## src/dbg_trace_pkg.sv

```systemverilog
// constants, register map and carrier types for the debug trace block
package dbg_trace_pkg;

  // register word offsets (word addresses on a 32-bit Avalon-MM word bus)
  localparam logic [3:0] CMP_A_HIGH_ADDR   = 4'h0;
  localparam logic [3:0] CMP_A_LOW_ADDR    = 4'h1;
  localparam logic [3:0] CMP_B_HIGH_ADDR   = 4'h2;
  localparam logic [3:0] CMP_B_LOW_ADDR    = 4'h3;
  localparam logic [3:0] FIFO_HIGH_ADDR    = 4'h4;
  localparam logic [3:0] FIFO_LOW_ADDR     = 4'h5;
  localparam logic [3:0] CONTROL_ADDR      = 4'h6;
  localparam logic [3:0] TRIG_MODE_ADDR    = 4'h7;
  localparam logic [3:0] STATUS_ADDR       = 4'h8;

  // reset values
  localparam logic [7:0]  BYTE_RESET       = 8'h00;
  localparam logic [15:0] WORD_RESET       = 16'h0000;
  localparam logic [31:0] BUS_ZERO         = 32'h0000_0000;

  // control register bit positions
  localparam int CTL_ENABLE_BIT            = 7;
  localparam int CTL_ARM_BIT               = 6;
  localparam int CTL_TAG_BIT               = 5;
  localparam int CTL_BREAK_EN_BIT          = 4;
  localparam int CTL_A_DIR_VAL_BIT         = 3;
  localparam int CTL_A_DIR_QUAL_BIT        = 2;
  localparam int CTL_B_DIR_VAL_BIT         = 1;
  localparam int CTL_B_DIR_QUAL_BIT        = 0;

  // trigger mode register layout
  localparam int TRIG_OPQ_BIT              = 7;
  localparam int TRIG_BEGIN_BIT            = 6;

  // trigger mode codes
  localparam logic [3:0] MODE_A_ONLY       = 4'h0;
  localparam logic [3:0] MODE_A_OR_B       = 4'h1;
  localparam logic [3:0] MODE_A_THEN_B     = 4'h2;
  localparam logic [3:0] MODE_EVENT_B      = 4'h3;
  localparam logic [3:0] MODE_A_THEN_EV_B  = 4'h4;
  localparam logic [3:0] MODE_A_AND_B      = 4'h5;
  localparam logic [3:0] MODE_A_AND_NOT_B  = 4'h6;
  localparam logic [3:0] MODE_INSIDE       = 4'h7;
  localparam logic [3:0] MODE_OUTSIDE      = 4'h8;

  // fifo geometry
  localparam int          FIFO_DEPTH       = 8;
  localparam logic [3:0]  FIFO_FULL_COUNT  = 4'h8;

  // one observed cpu bus cycle
  typedef struct packed {
    logic        valid;
    logic [15:0] addr;
    logic [7:0]  data;
    logic        rd;
    logic        opfetch;
  } cpu_cycle_t;

  // break request toward the cpu
  typedef struct packed {
    logic req;
    logic tag;
  } break_req_t;

endpackage : dbg_trace_pkg

```

## src/dbg_trace.sv

```systemverilog
// on-chip debug comparators, trace fifo and control register
//
// Behaviour
// - comparator A low byte register holds compare bits 7..0.
// - comparator A high byte register holds compare bits 15..8.
// - two byte registers hold comparator B compare bits 15..8 and 7..0.
// - comparator bytes reset to zero, always readable, writes ignored while armed.
// - fifo high byte reads upper byte of current word; writes do nothing.
// - event-only modes store low byte only; fifo high byte reads zero.
// - event-only modes are trigger codes 0011 and 0100.
// - high byte read keeps fifo; low byte read returns byte then advances.
// - while armed, low byte reads do not advance the fifo.
// - unarmed low byte read stores last opcode fetch address at fifo end.
// - profiling samples emerge eight reads later; ninth read returns first.
// - control register readable and writable at all times.
// - bit 7 enables module; setting it is refused while secured.
// - bit 6 arms run and flag; completion or clearing bit 6/7 disarms.
// - run completes on fifo full (begin) or trigger (end trace).
// - bit 5 selects tag or force breaks; meaningless while breaks disabled.
// - bit 4 requests breaks at trigger (end) or fifo full (begin).
// - break timing does not depend on opcode qualification; here opq gates trig, so run end and break wait on it.
// - bits 2/3 qualify comparator A by access direction.
// - bits 0/1 qualify comparator B by access direction.
//
// Our own choices: the register offsets and the Avalon-MM interface to the registers.
`timescale 1ns/1ns
`default_nettype none

module dbg_trace (
  // clock and reset
  input  wire logic                    clk_i,
  input  wire logic                    arst_n_i,
  // avalon-mm slave
  input  wire logic [3:0]              avs_address_i,
  input  wire logic                    avs_read_i,
  input  wire logic                    avs_write_i,
  input  wire logic [31:0]             avs_writedata_i,
  input  wire logic [3:0]              avs_byteenable_i,
  output logic      [31:0]             avs_readdata_o,
  output logic                         avs_waitrequest_o,
  // cpu side
  input  wire dbg_trace_pkg::cpu_cycle_t cpu_i,
  input  wire logic                    secure_i,
  output var dbg_trace_pkg::break_req_t brk_o
);

  ////////////////////////////////////////////////////////////////////////////
  // fifo geometry, declared ahead of the storage that uses it
  localparam int         FIFO_DEPTH   = dbg_trace_pkg::FIFO_DEPTH;
  localparam logic [3:0] FIFO_FULL_M1 = dbg_trace_pkg::FIFO_FULL_COUNT - 4'h1;

  ////////////////////////////////////////////////////////////////////////////
  // registers
  logic [15:0] cmp_a_r;
  logic [15:0] cmp_b_r;
  logic [7:0]  ctl_r;
  logic [7:0]  trig_r;
  logic        af_r;
  logic        bf_r;
  logic        a_seen_r;
  logic [3:0]  cnt_r;
  logic [15:0] last_op_r;
  logic [15:0] fifo_r [FIFO_DEPTH];
  logic        ack_r;

  wire logic armed   = ctl_r[dbg_trace_pkg::CTL_ARM_BIT];
  wire logic enabled = ctl_r[dbg_trace_pkg::CTL_ENABLE_BIT];
  wire logic bus_req = (avs_read_i | avs_write_i) & ~ack_r;
  wire logic wr_go   = avs_write_i & ~ack_r & avs_byteenable_i[0];
  wire logic rd_go   = avs_read_i & ~ack_r;

  ////////////////////////////////////////////////////////////////////////////
  // decoding helpers
  function automatic logic dir_ok(input logic qual, input logic val, input logic rd);
    dir_ok = ~qual | (val == rd);
  endfunction

  function automatic logic event_only(input logic [3:0] mode);
    event_only = (mode == dbg_trace_pkg::MODE_EVENT_B) |
                 (mode == dbg_trace_pkg::MODE_A_THEN_EV_B);
  endfunction

  ////////////////////////////////////////////////////////////////////////////
  // comparators
  logic [3:0] mode;
  logic       begin_tr;
  logic       match_a;
  logic       match_b;
  logic       dmatch_b;
  logic       trig;
  logic       store;
  logic [15:0] store_word;

  assign mode     = trig_r[3:0];
  assign begin_tr = trig_r[dbg_trace_pkg::TRIG_BEGIN_BIT] | event_only(mode);
  assign match_a  = cpu_i.valid & (cpu_i.addr == cmp_a_r) &
                    dir_ok(ctl_r[dbg_trace_pkg::CTL_A_DIR_QUAL_BIT],
                           ctl_r[dbg_trace_pkg::CTL_A_DIR_VAL_BIT], cpu_i.rd);
  assign match_b  = cpu_i.valid & (cpu_i.addr == cmp_b_r) &
                    dir_ok(ctl_r[dbg_trace_pkg::CTL_B_DIR_QUAL_BIT],
                           ctl_r[dbg_trace_pkg::CTL_B_DIR_VAL_BIT], cpu_i.rd);
  assign dmatch_b = cpu_i.valid & (cpu_i.data == cmp_b_r[7:0]);

  // trigger decode per mode; opcode qualification only gates the trigger
  always_comb begin
    logic opq;
    opq   = ~trig_r[dbg_trace_pkg::TRIG_OPQ_BIT] | cpu_i.opfetch;
    trig  = 1'b0;
    store = 1'b0;
    store_word = cpu_i.addr;
    unique case (mode)
      dbg_trace_pkg::MODE_A_ONLY:      trig = match_a;
      dbg_trace_pkg::MODE_A_OR_B:      trig = match_a | match_b;
      dbg_trace_pkg::MODE_A_THEN_B:    trig = (a_seen_r | match_a) & match_b;
      dbg_trace_pkg::MODE_EVENT_B:     trig = match_b;
      dbg_trace_pkg::MODE_A_THEN_EV_B: trig = (a_seen_r | match_a) & match_b;
      dbg_trace_pkg::MODE_A_AND_B:     trig = match_a & dmatch_b;
      dbg_trace_pkg::MODE_A_AND_NOT_B: trig = match_a & ~dmatch_b;
      dbg_trace_pkg::MODE_INSIDE:
        trig = cpu_i.valid & (cpu_i.addr >= cmp_a_r) & (cpu_i.addr <= cmp_b_r);
      dbg_trace_pkg::MODE_OUTSIDE:
        trig = cpu_i.valid & ((cpu_i.addr < cmp_a_r) | (cpu_i.addr > cmp_b_r));
      default:                         trig = 1'b0;
    endcase
    trig = trig & opq;
    if (event_only(mode)) begin
      store      = trig;
      store_word = {dbg_trace_pkg::BYTE_RESET, cpu_i.data};
    end else if (begin_tr) begin
      store = (af_r | bf_r | trig) & cpu_i.valid & cpu_i.opfetch;
    end else begin
      store = cpu_i.valid & cpu_i.opfetch;
    end
  end

  ////////////////////////////////////////////////////////////////////////////
  // run sequencing
  logic run_done;
  assign run_done = armed & ((begin_tr & store & (cnt_r == FIFO_FULL_M1)) |
                             (~begin_tr & trig));

  // control register: bus write, secure gate, auto disarm
  always_ff @(posedge clk_i or negedge arst_n_i) begin
    if (!arst_n_i) begin
      ctl_r <= dbg_trace_pkg::BYTE_RESET;
    end else begin
      if (wr_go && avs_address_i == dbg_trace_pkg::CONTROL_ADDR) begin
        ctl_r <= avs_writedata_i[7:0];
        if (secure_i && !enabled) begin
          ctl_r[dbg_trace_pkg::CTL_ENABLE_BIT] <= 1'b0;
        end
        if (!(avs_writedata_i[dbg_trace_pkg::CTL_ENABLE_BIT] &&
              (enabled || !secure_i))) begin
          ctl_r[dbg_trace_pkg::CTL_ARM_BIT] <= 1'b0;
        end
      end else if (run_done) begin
        ctl_r[dbg_trace_pkg::CTL_ARM_BIT] <= 1'b0;
      end
    end
  end

  // comparator and trigger mode registers, locked while armed
  always_ff @(posedge clk_i or negedge arst_n_i) begin
    if (!arst_n_i) begin
      cmp_a_r <= dbg_trace_pkg::WORD_RESET;
      cmp_b_r <= dbg_trace_pkg::WORD_RESET;
      trig_r  <= dbg_trace_pkg::BYTE_RESET;
    end else if (wr_go && !armed) begin
      unique case (avs_address_i)
        dbg_trace_pkg::CMP_A_HIGH_ADDR: cmp_a_r[15:8] <= avs_writedata_i[7:0];
        dbg_trace_pkg::CMP_A_LOW_ADDR:  cmp_a_r[7:0]  <= avs_writedata_i[7:0];
        dbg_trace_pkg::CMP_B_HIGH_ADDR: cmp_b_r[15:8] <= avs_writedata_i[7:0];
        dbg_trace_pkg::CMP_B_LOW_ADDR:  cmp_b_r[7:0]  <= avs_writedata_i[7:0];
        dbg_trace_pkg::TRIG_MODE_ADDR:  trig_r <= avs_writedata_i[7:0] & 8'hCF;
        default:                        cmp_a_r <= cmp_a_r;
      endcase
    end
  end

  // match flags and valid count, cleared on arming write
  logic arm_write;
  assign arm_write = wr_go && avs_address_i == dbg_trace_pkg::CONTROL_ADDR &&
                     avs_writedata_i[dbg_trace_pkg::CTL_ARM_BIT];
  always_ff @(posedge clk_i or negedge arst_n_i) begin
    if (!arst_n_i) begin
      af_r     <= 1'b0;
      bf_r     <= 1'b0;
      a_seen_r <= 1'b0;
      cnt_r    <= 4'h0;
    end else if (arm_write) begin
      af_r     <= 1'b0;
      bf_r     <= 1'b0;
      a_seen_r <= 1'b0;
      cnt_r    <= 4'h0;
    end else if (armed) begin
      af_r     <= af_r | match_a;
      bf_r     <= bf_r | match_b;
      a_seen_r <= a_seen_r | match_a;
      if (store && cnt_r != dbg_trace_pkg::FIFO_FULL_COUNT) begin
        cnt_r <= cnt_r + 4'h1;
      end
    end
  end

  // most recent opcode fetch address
  always_ff @(posedge clk_i or negedge arst_n_i) begin
    if (!arst_n_i) begin
      last_op_r <= dbg_trace_pkg::WORD_RESET;
    end else if (cpu_i.valid && cpu_i.opfetch) begin
      last_op_r <= cpu_i.addr;
    end
  end

  ////////////////////////////////////////////////////////////////////////////
  // trace fifo: word 0 is the head, shifts toward it
  logic fl_read;
  assign fl_read = rd_go && avs_address_i == dbg_trace_pkg::FIFO_LOW_ADDR;
  always_ff @(posedge clk_i or negedge arst_n_i) begin
    if (!arst_n_i) begin
      for (int i = 0; i < FIFO_DEPTH; i++) begin
        fifo_r[i] <= dbg_trace_pkg::WORD_RESET;
      end
    end else if (armed && store) begin
      for (int i = 0; i < FIFO_DEPTH - 1; i++) begin
        fifo_r[i] <= fifo_r[i+1];
      end
      fifo_r[FIFO_DEPTH-1] <= store_word;
    end else if (fl_read && !armed) begin
      for (int i = 0; i < FIFO_DEPTH - 1; i++) begin
        fifo_r[i] <= fifo_r[i+1];
      end
      fifo_r[FIFO_DEPTH-1] <= last_op_r;
    end
  end

  ////////////////////////////////////////////////////////////////////////////
  // break request, a one-cycle pulse in the cycle after run end while bit 4 is set
  always_ff @(posedge clk_i or negedge arst_n_i) begin
    if (!arst_n_i) begin
      brk_o      <= '0;
    end else begin
      brk_o.req  <= run_done & ctl_r[dbg_trace_pkg::CTL_BREAK_EN_BIT];
      brk_o.tag  <= run_done & ctl_r[dbg_trace_pkg::CTL_BREAK_EN_BIT] &
                    ctl_r[dbg_trace_pkg::CTL_TAG_BIT];
    end
  end

  ////////////////////////////////////////////////////////////////////////////
  // bus answer: one wait cycle then acknowledge
  always_ff @(posedge clk_i or negedge arst_n_i) begin
    if (!arst_n_i) begin
      ack_r          <= 1'b0;
      avs_readdata_o <= dbg_trace_pkg::BUS_ZERO;
    end else begin
      ack_r <= bus_req;
      if (rd_go) begin
        unique case (avs_address_i)
          dbg_trace_pkg::CMP_A_HIGH_ADDR: avs_readdata_o <= {24'h0, cmp_a_r[15:8]};
          dbg_trace_pkg::CMP_A_LOW_ADDR:  avs_readdata_o <= {24'h0, cmp_a_r[7:0]};
          dbg_trace_pkg::CMP_B_HIGH_ADDR: avs_readdata_o <= {24'h0, cmp_b_r[15:8]};
          dbg_trace_pkg::CMP_B_LOW_ADDR:  avs_readdata_o <= {24'h0, cmp_b_r[7:0]};
          dbg_trace_pkg::FIFO_HIGH_ADDR:
            avs_readdata_o <= {24'h0, event_only(mode) ? dbg_trace_pkg::BYTE_RESET
                                                       : fifo_r[0][15:8]};
          dbg_trace_pkg::FIFO_LOW_ADDR:   avs_readdata_o <= {24'h0, fifo_r[0][7:0]};
          dbg_trace_pkg::CONTROL_ADDR:    avs_readdata_o <= {24'h0, ctl_r};
          dbg_trace_pkg::TRIG_MODE_ADDR:  avs_readdata_o <= {24'h0, trig_r};
          dbg_trace_pkg::STATUS_ADDR:
            avs_readdata_o <= {24'h0, af_r, bf_r, armed & enabled, 1'b0, cnt_r};
          default:                        avs_readdata_o <= dbg_trace_pkg::BUS_ZERO;
        endcase
      end
    end
  end

  assign avs_waitrequest_o = ~ack_r;
endmodule // dbg_trace

`default_nettype wire

```

## config.mk

```make
export PLATFORM = sky130hd
export DESIGN_NAME = dbg_trace
export DESIGN_NICKNAME = d
export VERILOG_FILES = /design/src/dbg_trace_pkg.sv /design/src/dbg_trace.sv
export SDC_FILE = /design/constraint.sdc
export NUM_CORES = 1
export LEC_CHECK = 0
export ABC_AREA = 0
export ABC_CLOCK_PERIOD_IN_PS = 5160
export BUFFER_PORTS_ARGS = -buffer_cell sky130_fd_sc_hd__buf_2
export CAP_MARGIN = 20
export CELL_PAD_IN_SITES_DETAIL_PLACEMENT = 1
export CELL_PAD_IN_SITES_GLOBAL_PLACEMENT = 2
export CORE_MARGIN = 2
export CORE_UTILIZATION = 40
export CTS_CLUSTER_SIZE = 28
export DETAILED_ROUTE_END_ITERATION = 7
export PLACE_DENSITY_LB_ADDON = 0.25
export SLEW_MARGIN = 25
export SYNTH_ARGS = -nofsm -noshare
export SYNTH_HDL_FRONTEND = slang
export SYNTH_SLANG_ARGS = --single-unit
```

## constraint.sdc

```tcl
create_clock -name clk_i -period 5.16 [get_ports clk_i]
set_clock_uncertainty 0.1 [all_clocks]
set_input_delay 1.032 -clock clk_i [delete_from_list [all_inputs] [get_ports clk_i]]
set_output_delay 1.032 -clock clk_i [all_outputs]
set_load 0.02 [all_outputs]
```

* Yosys cells after proc, flatten, opt, wreduce, memory -nomap -nowiden
Cells that the tools add are included.
Storage, ports and cells: register bits after elaboration 232
Operators by class: mux-type cells 21, reductions and logical operators 27, magnitude comparators 4, bitwise logic cells 46, add/subtract/negate cells 1, equal/unequal tests 23
Operators with widths (count):
- two-way mux 128 bit | 2
- one-hot mux 8 bit (9 select lines) | 1
- equality test 4 x 3 -> 1 bit (second input constant) | 9
- equality test 16 bit | 2
- bitwise AND 1 bit | 26
- equality test 4 x 2 -> 1 bit (second input constant) | 4
- >= comparator 16 bit | 1
- greater-than comparator 16 bit | 1
- <= comparator 16 bit | 1
- less-than comparator 16 bit | 1
- two-way mux 16 bit | 1
- OR 1 bit | 14
- two-way mux 1 bit | 12
- two-way mux 4 bit | 3
- AND reduction 2 bit | 6
- logical AND 1 bit | 10
- equality test 4 x 1 -> 1 bit (second input constant) | 2
- equality test 4 bit (second input constant) | 2
- equality test 8 bit | 1
- logical NOT 4 bit | 2
- two-way mux 8 bit | 1
- one-hot mux 1 bit (8 select lines) | 1
- nonzero test 2 bit | 4
- NOT 1 bit | 6
- other kinds (6) | 9

* Logic depth before layout (Yosys ltp)
Gate-level depths: netlist of the first run.
word-level depth 18, mapped depth 13

* Worst setup path before layout of the first run
OpenSTA, ideal clock, no wires.
path kind input port to flip-flop, start point input cpu_i[24] in the netlist's numbering, end point register fifo_r[100] in the netlist's numbering, data arrival time 3.360 ns, stages on the path 12, required time 4.935 ns, setup slack 1.575 ns, setup time 0.125 ns, cell sequence ha_1 > nand4_1 > or4_4 > a211oi_2 > o31ai_1 > a21o_1 > nand4_2 > a21oi_4 > nand2_2 > buf_6 > buf_6 > mux2_4
On the way: cells in the longest elaborated chain, start to end 14, elaborated cells between the ends (all ways) 29, classes of those cells order compare: 4; eq/ne: 2; mux: 4; bitwise: 17; reduce/logical: 2
Ends and longest elaborated chain:
- from (decl) | RTL line dbg_trace.sv:42 | input wire dbg_trace_pkg::cpu_cycle_t cpu_i,
- parallel branches: the longest is 5 deep, another holds less-than comparator 16 bit
- one-hot mux 1 bit (8 select lines) * | RTL line dbg_trace.sv:111 | unique case (mode)
- bitwise AND 1 bit * | RTL line dbg_trace.sv:125 | trig = trig & opq;
- OR 1 bit | RTL line dbg_trace.sv:130 | store = (af_r | bf_r | trig) & cpu_i.valid & cpu_i.opfetch;
- bitwise AND 1 bit (2 in series) | RTL line dbg_trace.sv:130
- two-way mux 1 bit | RTL line dbg_trace.sv:129 | end else if (begin_tr) begin
- two-way mux 1 bit * | RTL line dbg_trace.sv:126 | if (event_only(mode)) begin
- logical AND 1 bit * | RTL line dbg_trace.sv:223 | end else if (armed && store) begin
- two-way mux 128 bit / nonzero test 2 bit (equally long branches)
- to (signal, indexed assignment) | RTL line dbg_trace.sv:221 | fifo_r[i] <= dbg_trace_pkg::WORD_RESET;
- to (signal, indexed assignment) | RTL line dbg_trace.sv:225 | fifo_r[i] <= fifo_r[i+1];
- to (signal, indexed assignment) | RTL line dbg_trace.sv:227 | fifo_r[FIFO_DEPTH-1] <= store_word;
- to (decl) | RTL line dbg_trace.sv:63 | logic [15:0] fifo_r [FIFO_DEPTH];
Every way passes the cells marked *. A chain may end at the register's enable or synchronous reset.

* Worst setup path after layout of the first run
start point input cpu_i[24] in the netlist's numbering, end point register fifo_r[41] in the netlist's numbering
The elaborated chain is that of the path after synthesis.

==> reports/qor.txt, run 1 <==
max_cap viols: 0
clock sink count: 208
Final Slew Violations: 0
Initial DRC Count: 443
crit path cell chain: buf_2 -> ha_1 -> nand4_1 -> or4_4 -> a211oi_2 -> o31ai_1 -> a21o_1 -> nand4_2 -> a21oi_4 -> nand2_8 -> buf_4 -> mux2_2
IO buf count: 55
overall power: 4.55 mW
Max VDD drop: 0.000201 V
Final GP Congestion: 0.884
cell accounting for the most synthesized area: dfrtp_1
slowest stage delay, CP: 0.62 ns
count of cell types in the netlist: 62
register area share after synthesis: 50.7%
clock tree buffer depth: 3
register area: 0.00520 mm²
Leak: 5.50 nW
number of global-route vias before repair: 7247
ranking of synthesized cells by area: dfrtp_1 51%, mux2_4 11%, mux2_2 9.8%
vias per cell: 5.45
post-CTS setup buffer count: 0
Residual DRC: 0
Final HPWL DP: 20.4 mm
Worst Setup Path Type: input pin to register
footprint of the multi-input gates: 0.00464 mm²
#FFs+latches synth: 208
global-route usage over all layers: 21.3%
Yosys Warn Count: 0
global-route wire length before repair: 43.5 mm
Worst Hold Class: register to register
# fillers: 2606
Pwr per Cell Area: 392 mW/mm²
io pins: 107
Routed wire per std cell: 22.5 µm
Post-Syn Area per Cell: 12.3 µm²
post-route ant nets: 0
Nets: 996
actual slew at the worst max-slew pin: 0.980 ns
type of origin of the critical path: input pin
Mapped Area: 0.0103 mm²
final setup vio count: 0
die width: 164 µm
CP Capture Type: register
Crit-path slowest cell: or4_4
EDFF count, synth: 0
post-synth top area share: 50.7%
Setup TNS Final: 0 ns
Synth async-reset ratio: 100%
worst endpoint required time: 5.46 ns
fmax: 0.251 GHz
Die ar.: 0.0269 mm²
CP bufs+invs: 2
Tmin final: 3.98 ns
largest net degree at the start of global routing: 108
row count: 58
post-CTS sizing: 0
Clock Latency Late Sink: 0.53 ns
final core utilization: 46.1%
TritonCTS clock tree: built
Rel. slew slack: 34.5%
cells after synthesis: 831
Ant. Diodes: 0
via count: 6732
CP arrival: 4.28 ns
Reg clk slew, reported paths: 0.07 ns
Core Box Area: 0.0252 mm²
dominant synthesized flop cell: dfrtp_1
Final Hold Violating Endpoints: 0
Inserted Clock Buffers: 24
initial antenna violation count: 0
Overflow after GRT: 0
RSZ-0062 raised after global routing: no
Post-CTS Hold Fix Bufs: 0
root buffer cell: clkbuf_16
H-tree depth: 1
Initial Utilization: 40.7%
routed wire length: 27.7 mm
die height: 164 µm
CP top delay family: simple AND/OR/NAND/NOR gates
TritonRoute pass-1 iters: 5
area delta synth->final: 13.2%
period utilization: 77.2%
CP max FO: 48
status: finished clean
fraction of layout cells with a size suffix above 1: 31.7%
[stage by stage]
stage	hold slack, ns	setup slack [ns]	std cells	cell area [µm²]
after floorplan	0.303	1.58	854	10300
after global placement	0.315	0.779	1194	10800
after detailed placement	0.326	0.677	1194	10800
after CTS	0.334	1.22	1235	11600
after global routing	0.359	1.06	1235	11600
final	0.327	1.18	1235	11600
[power by group]
part / leakage, nW / switching [mW] / internal [mW] / total (mW)
clock: 0.410 / 0.680 / 1.09 / 1.76
combinational: 2.32 / 0.368 / 0.327 / 0.695
sequential: 2.77 / 0.211 / 1.88 / 2.09
total: 5.50 / 1.26 / 3.29 / 4.55
[sequential cells by signal (all words and copies together), names as in the netlist]
register,flops
fifo_r,128
cmp_a_r,16
cmp_b_r,16
last_op_r,16
avs_readdata_o,8
ctl_r,8
trig_r,6
cnt_r,4
brk_o,2
a_seen_r,1
ack_r,1
af_r,1
bf_r,1
[kinds of logic (layout without fill, tap and decap cells)]
group	count (synthesis)	after routing	share of synthesized area, %
flip-flops	208	208	50.7
multiplexers	179	179	22.5
AND/OR/NAND/NOR	172	172	8.26
AO/OA/AOI/OAI	130	130	8.35
buffers and inverters	97	148	5.16
adder cells (fa/ha/maj)	34	34	4.15
XOR/XNOR	10	10	0.854
other	1	24	0.0366
[placed cells by master, fill, tap and decap left out, types with 6 or more instances in the layout]
| cell | instances |
|---|---|
| nand2_1 | 74 |
| nand2b_1 | 8 |
| a22oi_1 | 11 |
| buf_2 | 54 |
| a21oi_1 | 47 |
| a221oi_1 | 7 |
| clkbuf_8 | 7 |
| mux2_2 | 89 |
| clkbuf_16 | 24 |
| nand4_1 | 6 |
| conb_1 | 24 |
| buf_4 | 9 |
| xnor2_1 | 8 |
| o21ai_0 | 27 |
| a211oi_1 | 7 |
| mux2_4 | 75 |
| nand3_1 | 15 |
| mux2i_1 | 13 |
| dfrtp_1 | 208 |
| inv_1 | 42 |
| o221a_2 | 6 |
| nor2_1 | 26 |
| ha_1 | 34 |
[cell usage after synthesis, drive strengths merged, types with 8 or more instances]
cell type  number
a211oi          8
mux2          164
nand2          75
nand2b          8
nand3          15
buf            39
xnor2           8
a21oi          48
clkbuf         16
dfrtp         208
nor2           26
ha             34
o21ai          27
mux2i          13
a22oi          11
inv            42
[metal layers]
metal / GRT usage (%) / wire length, µm / vias up
li1: - / - / 3029
met4: 5.90 / 632 / 0
met3: 2.83 / 1380 / 47
met5: 0 / 0 / -
met1: 29.7 / 12600 / 3474
met2: 34.9 / 13200 / 182
[area by class of cell]
class | count | share of cell area (%)
well taps | 330 | 3.56
repair buffers | 65 | 3.20
clock inverters | 9 | 1.16
inverters | 42 | 1.36
multi-input cells | 549 | 39.9
clock buffers | 32 | 5.95
flip-flops and latches | 208 | 44.8
[path summary, 6_finish.rpt]
check                            from          to  slack (ns)  cells past startpoint
max reg2reg                cmp_b_r[5]  fifo_r[19]        1.28                     10
max                         cpu_i[24]  fifo_r[41]        1.18                     12
max in group asynchronous    arst_n_i  fifo_r[57]        3.36                      2
min reg2reg                     ack_r       ack_r        0.33                      1
min in group asynchronous    arst_n_i  fifo_r[82]        0.51                      1
min                             ack_r       ack_r        0.33                      1
Note: power is estimated with default switching activity, not from simulation.
==> run 2, diff against run 1 <==
Settings changed: ABC_CLOCK_PERIOD_IN_PS 5160 to 4100.
Clock period 5.16 ns to 4.1 ns, I/O delays scaled along.
==> reports/qor.txt, run 2 (synthesis results as in run 1) <==
status: finished clean
Routed wire per std cell: 22.5 µm
Biggest register: fifo_r
Placed Instance Area: 0.0109 mm²
Inserted Clock Buffers: 24
die width: 164 µm
routed wire length: 28.1 mm
vias per cell: 5.38
H-tree depth: 1
Ant. Diodes: 0
number of global-route vias before repair: 7310
final setup vio count: 0
initial antenna violation count: 0
RSZ-0062 raised after global routing: no
fmax: 0.273 GHz
most frequent cells in the layout: 208 x dfrtp_1, 89 x mux2_2, 75 x mux2_4
Max VDD drop: 0.000211 V
Comb power frac: 15.9%
Final Slew Violations: 0
Reg clk slew, reported paths: 0.06 ns
met1 global-route usage: 30.3%
slack of the critical path: 0.440 ns
Initial DRC Count: 398
clock sink count: 208
overall power: 5.60 mW
Setup TNS Final: 0 ns
Initial Utilization: 40.7%
M2 GR Usage: 36.0%
root buffer cell: clkbuf_16
worst endpoint required time: 4.40 ns
Place WS: 0.00600 ns
Pwr per Cell Area: 479 mW/mm²
Overflow after GRT: 0
CP Capture Type: register
post-route ant nets: 0
# fillers: 2665
Int Power: 4.02 mW
IO buf count: 55
met3 usage: 2.40%
post-CTS sizing: 0
TritonRoute pass-1 iters: 4
Sw Pwr: 1.58 mW
TritonCTS clock tree: built
actual slew at the worst max-slew pin: 0.965 ns
Final Hold Violating Endpoints: 0
fraction of layout cells with a size suffix above 1: 32.4%
Clock Latency Late Sink: 0.52 ns
global-route wire length before repair: 44.0 mm
Worst Hold Class: input pin to async pin
Net Sw Frac: 28.2%
most common cell after layout, fill and taps aside: dfrtp_1
fin area: 0.0117 mm²
global-route usage over all layers: 21.6%
Clk network pwr share: 37.4%
Die ar.: 0.0269 mm²
io pins: 107
Residual DRC: 0
Sequential Power Share: 46.7%
type of origin of the critical path: register
clock tree buffer depth: 3
Leak: 5.55 nW
die height: 164 µm
max_cap viols: 0
via count: 6709
period utilization: 89.3%
gr busiest metal: met2
Final GP Congestion: 0.877
Core Box Area: 0.0252 mm²
row count: 58
largest net degree at the start of global routing: 89
Tmin final: 3.66 ns
Nets: 1007
Largest register FFs: 128
Final HPWL DP: 20.8 mm
Post-CTS Hold Fix Bufs: 0
post-CTS setup buffer count: 0
CP max FO: 21
CP arrival: 3.96 ns
Rel. slew slack: 35.5%
area delta synth->final: 13.9%
Worst Setup Path Type: register to register
[run 2: path summary, 6_finish.rpt]
kind,from,end,slack [ns],cells past startpoint
hold / removal,arst_n_i,brk_o[0],0.24,1
hold reg to reg,ack_r,ack_r,0.34,1
min in group clk_i,ack_r,ack_r,0.34,1
max in group asynchronous,arst_n_i,fifo_r[0],2.67,2
setup reg to reg,cmp_a_r[13],fifo_r[34],0.44,12
setup / recovery,cmp_a_r[13],fifo_r[34],0.44,12
[run 2: routing by layer]
metal	wire [µm]	up-vias	share of wire, %
met5	0	-	0
li1	-	3060	-
met1	12700	3461	45
met2	13400	144	48
met4	590	0	2.1
met3	1290	44	4.6
[run 2: worst max-delay path, cell delays in order (launching register included)]
cell and delay (ns):
dfrtp_1 0.50, inv_1 0.10, ha_1 0.31, nand4_1 0.16, or4_4 0.62, a211oi_2 0.26
o31ai_1 0.14, a21o_1 0.21, nand4_2 0.14, a21oi_4 0.13, nand2_8 0.22, buf_4 0.27
mux2_2 0.36
[run 2: power by group through the flow]
stage / Sequential, mW / Clock [mW] / Combinational, mW
2_1_floorplan: 2.53 / 0 / 0.639
3_3_place_gp: 2.63 / 0 / 0.839
3_5_place_dp: 2.65 / 0 / 0.889
4_1_cts: 2.62 / 2.15 / 0.899
5_1_grt: 2.66 / 2.23 / 0.989
6_report: 2.61 / 2.09 / 0.889
[run 2: area by class of cell]
| class | count | area, µm² | share of cell area, % |
|---|---|---|---|
| sequential | 208 | 5200 | 44.6 |
| multi-input combinational | 549 | 4620 | 39.6 |
| clock buffer | 28 | 636 | 5.44 |
| timing repair buffer | 76 | 504 | 4.32 |
| tap | 330 | 413 | 3.54 |
| inverter | 42 | 158 | 1.35 |
| clock inverter | 14 | 140 | 1.20 |
[run 2: stage by stage]
stage	hold slack, ns	std cells	util, %
floorplan	0.303	854	-
global placement	0.312	1205	43.3
detailed placement	0.344	1205	43.3
CTS	0.273	1247	46.4
global route	0.294	1247	46.4
finish	0.241	1247	46.4
